File: src/rtl/cmon_map.svh
// register offsets, field positions, reset values and timing counts of the result path
`ifndef CMON_MAP_SVH
`define CMON_MAP_SVH

// ****************************************
// widths
// ****************************************
`define CMON_RES_W 14
`define CMON_RAW_W 16
`define CMON_ADDR_W 8
`define CMON_CHAN_W 4
`define CMON_CNT_W 12
`define CMON_NUM_CH 9

// ****************************************
// result register pairs, status and control registers
// ****************************************
`define CMON_AUX_RESULT_HIGH 8'h01
`define CMON_CELL1_RESULT_HIGH 8'h03
`define CMON_CELL1_RESULT_LOW 8'h04
`define CMON_LAST_RESULT_LOW 8'h12
`define CMON_STATUS 8'h00
`define CMON_ADC_CONTROL 8'h30
`define CMON_CONVERT_CONTROL 8'h31
`define CMON_FUNCTION_CONFIG 8'h40

// ****************************************
// fields
// ****************************************
`define CMON_CELLS_MSB 2
`define CMON_TS1_BIT 4
`define CMON_TS2_BIT 5
`define CMON_AUX_EN_BIT 6
`define CMON_CONV_BIT 0
`define CMON_AUX_SRC_BIT 4
`define CMON_AUX_REF_BIT 6
`define CMON_BUSY_BIT 0
`define CMON_DRDY_BIT 1
`define CMON_CELLS_MAX 3'h5
`define CMON_CELLS_RST 3'h0

// ****************************************
// channel codes of the front-end selector
// ****************************************
`define CMON_CH_TS1 4'h6
`define CMON_CH_TS2 4'h7
`define CMON_CH_AUX 4'h8
`define CMON_CH_NONE 4'hf

// ****************************************
// timing
// ****************************************
`define CMON_CLK_PERIOD_NS 5
`define CMON_CH_TIME_NS 6000
`define CMON_OVH_TIME_NS 6000
`define CMON_CH_CYCLES (`CMON_CH_TIME_NS / `CMON_CLK_PERIOD_NS)
`define CMON_OVH_CYCLES (`CMON_OVH_TIME_NS / `CMON_CLK_PERIOD_NS)

`endif

File: src/rtl/cmon_pkg.sv
// types of the cell monitor converter result path
package cmon_pkg;
`include "cmon_map.svh"

	typedef enum logic [2:0] {
		CMON_S_IDLE = 3'b001,
		CMON_S_OVH = 3'b010,
		CMON_S_CONV = 3'b100
	} cmon_state_t;

	typedef struct packed {
		logic rd;
		logic wr;
		logic [`CMON_ADDR_W-1:0] addr;
		logic [7:0] wdata;
	} cmon_req_t;

	typedef struct packed {
		logic [`CMON_CHAN_W-1:0] chan;
		logic aux_brick;
		logic ref_regulator;
		logic sample;
	} cmon_fe_t;

	typedef struct packed {
		cmon_state_t state;
		logic [`CMON_CNT_W-1:0] cnt;
		logic [`CMON_CHAN_W-1:0] chan;
		logic pin_s1;
		logic pin_s2;
		logic pin_prev;
		logic conv_bit;
		logic busy;
		logic drdy;
		logic [2:0] cell_count_field;
		logic ts1_en;
		logic ts2_en;
		logic aux_en;
		logic aux_source_select;
		logic aux_reference_select;
		logic [`CMON_NUM_CH-1:0][`CMON_RES_W-1:0] res;
		logic [7:0] rdata;
		cmon_fe_t fe;
	} cmon_st_t;
endpackage

File: src/rtl/cmon_adc_path.sv
// channel sequencing, reference selection and result registers of the cell converter
`timescale 1ns/10ps
`include "cmon_map.svh"
module cmon_adc_path #(
	parameter int CH_CYCLES = `CMON_CH_CYCLES,
	parameter int OVH_CYCLES = `CMON_OVH_CYCLES
) (
	input wire logic clk_sys,
	input wire logic sys_rst,
	input wire cmon_pkg::cmon_req_t reg_req,
	output logic [7:0] reg_rdata_r,
	input wire logic conv_pin,
	input wire logic signed [`CMON_RAW_W-1:0] adc_raw,
	output cmon_pkg::cmon_fe_t fe_sel_r,
	output logic busy_r,
	output logic data_ready_r
);
	import cmon_pkg::*;

	// ****************************************
	// parameter checks
	// ****************************************
	generate
		if (CH_CYCLES < 2 || CH_CYCLES >= (1 << `CMON_CNT_W)) begin : g_bad_ch
			$error("channel slot count out of range");
		end
		if (OVH_CYCLES < 1 || OVH_CYCLES >= (1 << `CMON_CNT_W)) begin : g_bad_ovh
			$error("overhead count out of range");
		end
	endgenerate

	// ****************************************
	// map consistency checks
	// ****************************************
	generate
		if (`CMON_NUM_CH > (1 << `CMON_CHAN_W) - 1) begin : g_bad_nch
			$error("channel codes collide with the idle code");
		end
		if (`CMON_RES_W + 2 != `CMON_RAW_W) begin : g_bad_pad
			$error("result plus two zero bits must fill a register pair");
		end
		if (`CMON_LAST_RESULT_LOW != `CMON_AUX_RESULT_HIGH + 2 * `CMON_NUM_CH - 1) begin : g_bad_last
			$error("result pairs do not span all channels");
		end
		if (`CMON_CELL1_RESULT_HIGH != `CMON_AUX_RESULT_HIGH + 2) begin : g_bad_c1h
			$error("cell one pair must follow the auxiliary pair");
		end
		if (`CMON_CELL1_RESULT_LOW != `CMON_CELL1_RESULT_HIGH + 1) begin : g_bad_c1l
			$error("cell one low byte must follow its high byte");
		end
		if (`CMON_CH_TS1 != `CMON_CELLS_MAX + 1) begin : g_bad_ts1
			$error("first temperature code must follow the last cell");
		end
		if (`CMON_CH_TS2 != `CMON_CH_TS1 + 1) begin : g_bad_ts2
			$error("temperature codes must be adjacent");
		end
		if (`CMON_CH_AUX != `CMON_CH_TS2 + 1 || `CMON_CH_AUX != `CMON_NUM_CH - 1) begin : g_bad_aux
			$error("auxiliary code must be the last channel");
		end
		if (`CMON_CELLS_RST > `CMON_CELLS_MAX) begin : g_bad_crst
			$error("cell count reset value out of range");
		end
		if ((1 << (`CMON_CELLS_MSB + 1)) <= `CMON_CELLS_MAX) begin : g_bad_cfld
			$error("cell count field too narrow");
		end
		if (`CMON_TS1_BIT <= `CMON_CELLS_MSB || `CMON_TS1_BIT == `CMON_TS2_BIT) begin : g_bad_tsb
			$error("temperature enable bits overlap");
		end
		if (`CMON_BUSY_BIT == `CMON_DRDY_BIT) begin : g_bad_stat
			$error("status bits overlap");
		end
		if (`CMON_AUX_SRC_BIT == `CMON_AUX_REF_BIT) begin : g_bad_fcfg
			$error("auxiliary select bits overlap");
		end
	endgenerate

	localparam logic [`CMON_CNT_W-1:0] CH_LAST = `CMON_CNT_W'(CH_CYCLES - 1);
	localparam logic [`CMON_CNT_W-1:0] OVH_LAST = `CMON_CNT_W'(OVH_CYCLES - 1);

	cmon_st_t st_r;
	cmon_st_t st_nxt;
	logic [`CMON_RES_W-1:0] clamped;
	logic pin_rise;
	logic start;
	logic [`CMON_CHAN_W-1:0] nx;

	// ****************************************
	// saturation of the converter value
	// ****************************************
	cmon_clamp #(
		.RAW_W(`CMON_RAW_W),
		.RES_W(`CMON_RES_W)
	) u_clamp (
		.raw(adc_raw),
		.res(clamped)
	);

	// ****************************************
	// decoding helpers
	// ****************************************
	function automatic logic chan_on(input logic [`CMON_CHAN_W-1:0] c, input cmon_st_t s);
		logic [2:0] n;
		logic on;
		n = (s.cell_count_field > `CMON_CELLS_MAX) ? `CMON_CELLS_MAX : s.cell_count_field;
		on = 1'b0;
		if (c < `CMON_CH_TS1) begin
			on = (c[2:0] <= n);
		end else if (c == `CMON_CH_TS1) begin
			on = s.ts1_en;
		end else if (c == `CMON_CH_TS2) begin
			on = s.ts2_en;
		end else if (c == `CMON_CH_AUX) begin
			on = s.aux_en;
		end
		return on;
	endfunction

	// first enabled channel at or above a given code
	function automatic logic [`CMON_CHAN_W-1:0] next_chan(input logic [`CMON_CHAN_W-1:0] from,
		input cmon_st_t s);
		logic [`CMON_CHAN_W-1:0] r;
		logic [`CMON_CHAN_W-1:0] c;
		r = `CMON_CH_NONE;
		for (int i = `CMON_NUM_CH - 1; i >= 0; i--) begin
			c = `CMON_CHAN_W'(i);
			if (c >= from && chan_on(c, s)) begin
				r = c;
			end
		end
		return r;
	endfunction

	// front-end selection for one channel
	function automatic cmon_fe_t fe_for(input logic [`CMON_CHAN_W-1:0] c, input cmon_st_t s);
		cmon_fe_t f;
		f.chan = c;
		f.sample = 1'b1;
		f.aux_brick = 1'b0;
		f.ref_regulator = 1'b0;
		if (c == `CMON_CH_TS1 || c == `CMON_CH_TS2) begin
			f.ref_regulator = 1'b1;
		end else if (c == `CMON_CH_AUX) begin
			f.aux_brick = s.aux_source_select;
			if (s.aux_source_select) begin
				f.ref_regulator = 1'b0;
			end else begin
				f.ref_regulator = ~s.aux_reference_select;
			end
		end
		return f;
	endfunction

	// result register pair index; 0 aux, 1..6 cells, 7..8 temperatures
	function automatic logic [7:0] read_byte(input logic [`CMON_ADDR_W-1:0] a,
		input cmon_st_t s);
		logic [`CMON_ADDR_W-1:0] pair;
		logic [`CMON_CHAN_W-1:0] idx;
		logic [15:0] word;
		logic [7:0] b;
		pair = (a - `CMON_AUX_RESULT_HIGH) >> 1;
		idx = `CMON_CH_AUX;
		word = '0;
		b = '0;
		if (a >= `CMON_AUX_RESULT_HIGH && a <= `CMON_LAST_RESULT_LOW) begin
			if (pair != '0) begin
				idx = `CMON_CHAN_W'(pair - 8'h01);
			end
			word = {2'h0, s.res[idx]};
			b = (a[0]) ? word[15:8] : word[7:0];
		end else if (a == `CMON_STATUS) begin
			b[`CMON_BUSY_BIT] = s.busy;
			b[`CMON_DRDY_BIT] = s.drdy;
		end else if (a == `CMON_ADC_CONTROL) begin
			b[`CMON_CELLS_MSB:0] = s.cell_count_field;
			b[`CMON_TS1_BIT] = s.ts1_en;
			b[`CMON_TS2_BIT] = s.ts2_en;
			b[`CMON_AUX_EN_BIT] = s.aux_en;
		end else if (a == `CMON_CONVERT_CONTROL) begin
			b[`CMON_CONV_BIT] = s.conv_bit;
		end else if (a == `CMON_FUNCTION_CONFIG) begin
			b[`CMON_AUX_SRC_BIT] = s.aux_source_select;
			b[`CMON_AUX_REF_BIT] = s.aux_reference_select;
		end
		return b;
	endfunction

	// ****************************************
	// next state
	// ****************************************
	always_comb begin
		st_nxt = st_r;
		st_nxt.fe.sample = 1'b0;
		st_nxt.pin_s1 = conv_pin;
		st_nxt.pin_s2 = st_r.pin_s1;
		st_nxt.pin_prev = st_r.pin_s2;
		pin_rise = st_r.pin_s2 & ~st_r.pin_prev;
		start = pin_rise | (st_r.conv_bit & ~st_r.pin_s2);
		nx = next_chan(st_r.chan + `CMON_CHAN_W'(1), st_r);

		// register writes
		if (reg_req.wr) begin
			unique case (reg_req.addr)
				`CMON_ADC_CONTROL: begin
					st_nxt.cell_count_field = reg_req.wdata[`CMON_CELLS_MSB:0];
					st_nxt.ts1_en = reg_req.wdata[`CMON_TS1_BIT];
					st_nxt.ts2_en = reg_req.wdata[`CMON_TS2_BIT];
					st_nxt.aux_en = reg_req.wdata[`CMON_AUX_EN_BIT];
				end
				`CMON_CONVERT_CONTROL: begin
					if (reg_req.wdata[`CMON_CONV_BIT]) begin
						st_nxt.conv_bit = 1'b1;
					end
				end
				`CMON_FUNCTION_CONFIG: begin
					st_nxt.aux_source_select = reg_req.wdata[`CMON_AUX_SRC_BIT];
					st_nxt.aux_reference_select = reg_req.wdata[`CMON_AUX_REF_BIT];
				end
				default: begin
				end
			endcase
		end

		// register reads
		if (reg_req.rd) begin
			st_nxt.rdata = read_byte(reg_req.addr, st_r);
		end

		// conversion sequencer
		unique case (st_r.state)
			CMON_S_IDLE: begin
				if (start) begin
					st_nxt.state = CMON_S_OVH;
					st_nxt.cnt = '0;
					st_nxt.busy = 1'b1;
					st_nxt.drdy = 1'b0;
					st_nxt.chan = next_chan('0, st_r);
				end
			end
			CMON_S_OVH: begin
				st_nxt.cnt = st_r.cnt + `CMON_CNT_W'(1);
				if (st_r.cnt == OVH_LAST) begin
					st_nxt.cnt = '0;
					st_nxt.state = CMON_S_CONV;
					st_nxt.fe = fe_for(st_r.chan, st_r);
				end
			end
			CMON_S_CONV: begin
				st_nxt.cnt = st_r.cnt + `CMON_CNT_W'(1);
				if (st_r.cnt == CH_LAST) begin
					st_nxt.res[st_r.chan] = clamped;
					st_nxt.cnt = '0;
					if (nx == `CMON_CH_NONE) begin
						st_nxt.state = CMON_S_IDLE;
						st_nxt.busy = 1'b0;
						st_nxt.drdy = 1'b1;
						st_nxt.conv_bit = 1'b0;
					end else begin
						st_nxt.chan = nx;
						st_nxt.fe = fe_for(nx, st_r);
					end
				end
			end
		endcase
	end

	// ****************************************
	// state register
	// ****************************************
	always_ff @(posedge clk_sys) begin
		if (sys_rst) begin
			st_r <= '0;
			st_r.state <= CMON_S_IDLE;
			st_r.cell_count_field <= `CMON_CELLS_RST;
		end else begin
			st_r <= st_nxt;
		end
	end

	// ****************************************
	// outputs
	// ****************************************
	assign reg_rdata_r = st_r.rdata;
	assign fe_sel_r = st_r.fe;
	assign busy_r = st_r.busy;
	assign data_ready_r = st_r.drdy;
endmodule

File: src/rtl/cmon_clamp.sv
// saturates a trimmed signed converter value into the unsigned result range
`timescale 1ns/10ps
module cmon_clamp #(
	parameter int RAW_W = 16,
	parameter int RES_W = 14
) (
	input wire logic signed [RAW_W-1:0] raw,
	output logic [RES_W-1:0] res
);
	localparam logic signed [RAW_W-1:0] TOP = RAW_W'((1 << RES_W) - 1);

	generate
		if (RAW_W <= RES_W) begin : g_bad
			$error("raw width must exceed result width");
		end
	endgenerate

	always_comb begin
		if (raw < 0) begin
			res = '0;
		end else if (raw > TOP) begin
			res = '1;
		end else begin
			res = raw[RES_W-1:0];
		end
	end
endmodule

File: config.mk
export PLATFORM = sky130hd
export DESIGN_NAME = cmon_adc_path
export DESIGN_NICKNAME = d
export VERILOG_FILES = /design/src/rtl/cmon_pkg.sv /design/src/rtl/cmon_adc_path.sv /design/src/rtl/cmon_clamp.sv
export VERILOG_INCLUDE_DIRS = /design/src /design/src/rtl
export SDC_FILE = /design/constraint.sdc
export NUM_CORES = 1
export LEC_CHECK = 0
export ABC_AREA = 1
export BUFFER_PORTS_ARGS = -buffer_cell sky130_fd_sc_hd__clkbuf_2
export CORE_MARGIN = 5
export CORE_UTILIZATION = 60
export DETAILED_ROUTE_END_ITERATION = 12
export PLACE_DENSITY_LB_ADDON = 0.08
export RECOVER_POWER = 50
export SYNTH_ARGS = -nofsm -noshare
export SYNTH_HDL_FRONTEND = slang
export SYNTH_SLANG_ARGS = --single-unit
File: constraint.sdc
create_clock -name clk_sys -period 8.6 [get_ports clk_sys]
set_input_delay 1.72 -clock clk_sys [delete_from_list [all_inputs] [get_ports clk_sys]]
set_output_delay 1.72 -clock clk_sys [all_outputs]
set_load 0.01 [all_outputs]
==> reports/qor.yml <==
outcome:
  status: "complete, but fails checks"
  violations: "capacitance limit, slew limit"
logic_synthesis:
  async_reset_ff_share_pct: 0
  synth_fp_nets: 1340
  synth_top_family_by_area: "simple AND/OR/NAND/NOR gates"
  ys_ff_latch: 174
  synth-seq-area-share_pct: 38.9
  synth.avg_cell_area_um2: 6.93
  synth_mux_area_share_pct: 0
  syn_area_um2: 8960
  synth.distinct_cells: 45
  synth_fa_ha_area_share_pct: 1.40
  yosys_warnings: 0
  synth-simple-area-share_pct: 24.1
  synth-compound-area-share_pct: 22.5
  syn_inst: 1293
  synth_xor_area_share_pct: 0.656
  synth-edff-count: 0
  synthFlopType: "dfxtp_1"
placement:
  post_dp_cell_area_um2: 9100
  portBuffers: 51
  hpwl_mm: 16.3
  place_congestion: 0.900
  dpl.cell_count: 1460
  post-place-ws_ps: 2960
route:
  dr_wl_met2_mm: 11.2
  drt-initial-drc-count: 935
  wire_per_inst_um: 16.9
  wirelength_mm: 25.2
  drc: 0
  dr.pass1.iters: 5
  via_per_inst: 5.72
  vias: 8529
  drt-met1-wl_mm: 11.3
  wl_met3_mm: 2.45
  ant_nets: 0
  dr.max_layer_used: "met4"
timing:
  fin_crit_ps: 5490
  whs_ps: 402
  rsz0062_at_grt: "no"
  fin_crit_sh_pct: 63.8
  fin_ws_ps: 3110
  slew_headroom_pct: -174
  clock.fmax_mhz: 182
  finalClockSkew_ps: 7.71
  final-hold-violation-count: 0
  tns_ps: 0
  drv_slew: 166
  setup_viol: 0
  tightest_slew_ps: 4110
clock_tree:
  cts_tree: "yes"
  cts_setup_buffers: 0
  h-tree-depth: 4
  cts.reportedPaths.clkPinSlew_ps: 60
  postCtsHoldBufs: 0
  worstSkewPairLatency_ps: 430
  cts_buffers: 17
  cts_sinks: 174
  clockBufferDepth: 2
  cts.repair.resized: 0
  cts-root-buf: "clkbuf_16"
global_route:
  antenna_found_initial: 0
  grt_pass1_vias: 7657
  grt_first_pass_wirelength_mm: 40.3
  gr-total-overflow: 0
  grt_max_degree: 108
  grt_use_total_pct: 28.5
cells_and_area:
  nets: 1342
  final_common_cell: "nand2_1"
  areaGrowthSynthToFinish_pct: 8.24
  fin_area_um2: 9700
  layout_common_cells: "215 x nand2_1, 174 x dfxtp_1, 167 x inv_1"
  finish.utilization_pct: 66.5
  drive_above_1_share_pct: 9.56
  final_cells: 1492
  antennaDiodeCount: 0
setup_path:
  slowest_stage: "clkbuf_1"
  path_cells: "clkbuf_1, inv_1, clkbuf_1, o21ai_0, a21oi_1"
  worstSetupEndpointType: "register"
  worstPathArrival_ps: 5830
  r2r_start: "st_r[159]"
  critical_path_required_ps: 8940
  critPathMaxFanout: 107
  cp_num_buf_inv: 3
  reg2reg_depth: 12
  r2r_slack_ps: 5370
  crit_path_start_kind: "input port"
  r2r_end: "st_r[136]"
  cp_common_cell: "clkbuf_1"
  worst-path-stages: 5
  path_class: "input port to register"
  cpLargestDelayFamily: "buffers and inverters"
  critPathMaxStageDelay_ps: 2880
power:
  leakage_nw: 3.95
  power_mw: 2.03
  power.density_nw_per_um2: 210
  irDropWorstVdd_uv: 160
floorplanning:
  fp.dieArea_um2: 17500
  die_h_um: 132
  io_pins: 54
  rows: 44
  die_x_um: 132
  initial_core_util_pct: 61.4
  core_um2: 14600
hold_path:
  whs_endpoint: "st_nxt[152]"
  hp-class: "register to register"
  min_delay_path_depth: 2
  min_from: "st_nxt[153]"
job:
  cap_violations: 2
worst max-delay path by stage:
stage,start,to,slack [ps]
finish,sys_rst,st_r[98],3110
global placement,reg_req[8],reg_rdata_r[1],3000
floorplan,reg_req[8],reg_rdata_r[1],4560
detailed placement,reg_req[8],reg_rdata_r[1],2960
CTS,reg_req[8],reg_rdata_r[1],3390
global route,sys_rst,st_r[67],2660
synthesized netlist by cell type, types with 2 or more instances:
cell type  instances  area [um^2]
a211oi_1          28          210
a21oi_1          136          681
a21oi_2            6         52.6
a31oi_1            4         25.0
buf_1              4         15.0
buf_2             18         90.1
buf_4             19          143
buf_6              6         67.6
clkbuf_1          32          120
dfxtp_1          174         3480
ha_1              10          125
inv_1            167          627
inv_2             13         48.8
nand2_1          215          807
nand2_2            6         37.5
nand2_4            4         45.0
nand3_1          102          510
nand3_2            3         30.0
nand4_1            9         56.3
nor2_1           107          402
nor2_2             2         12.5
nor2_4             5         56.3
nor3_1            20          100
nor3_2             5         50.1
nor4_1             5         31.3
o2111ai_1         11         96.3
o211ai_1           4         30.0
o21a_1            11         82.6
o21ai_0          137          686
o21ai_1           11         55.1
or2_2              2         12.5
xor2_1             3         26.3
xor2_2             2         32.5
worst reg2reg max path, delay by kind of cell (launching register included):
kind,cells,cell delay [ps]
buffers and inverters,3,680
and+or+nand+nor,6,1460
AOI/OAI and AO/OA,2,370
adders and majority gates,1,210
DFF,1,390
where the power goes:
| group | internal (mW) | switching [mW] | total [mW] | leakage, nW |
|---|---|---|---|---|
| clock network | 0.500 | 0.321 | 0.822 | 0.303 |
| registers | 0.825 | 0.0194 | 0.845 | 1.40 |
| logic | 0.102 | 0.265 | 0.367 | 2.24 |
| total | 1.43 | 0.606 | 2.03 | 3.95 |
area by class of cell:
class,instances,area [um^2]
timing repair buffer,62,308
inverter,181,681
clock buffer,21,460
tap,184,230
multi-input combinational,859,4370
sequential,174,3480
fill,1353,4890
clock inverter,11,164
cells by family (layout without fill, tap and decap cells):
| family | count (synthesis) | after routing |
|---|---|---|
| AOI/OAI and AO/OA | 357 | 357 |
| xor gates and xnor gates | 5 | 5 |
| adders and majority gates | 10 | 10 |
| buffers and inverters | 260 | 275 |
| DFF | 174 | 174 |
| and+or+nand+nor | 487 | 487 |
state kept, by name, summed over array words and instances (netlist names):
register      count
busy_r            1
st_r            155
fe_sel_r          7
st_nxt            2
reg_rdata_r       8
data_ready_r      1
routing by layer:
layer	track usage, %	vias up
li1	-	4255
met1	40.7	3875
met2	43.3	366
met3	7.25	33
met4	7.41	0
met5	0	-
Note: power is estimated with default switching activity, not from simulation.
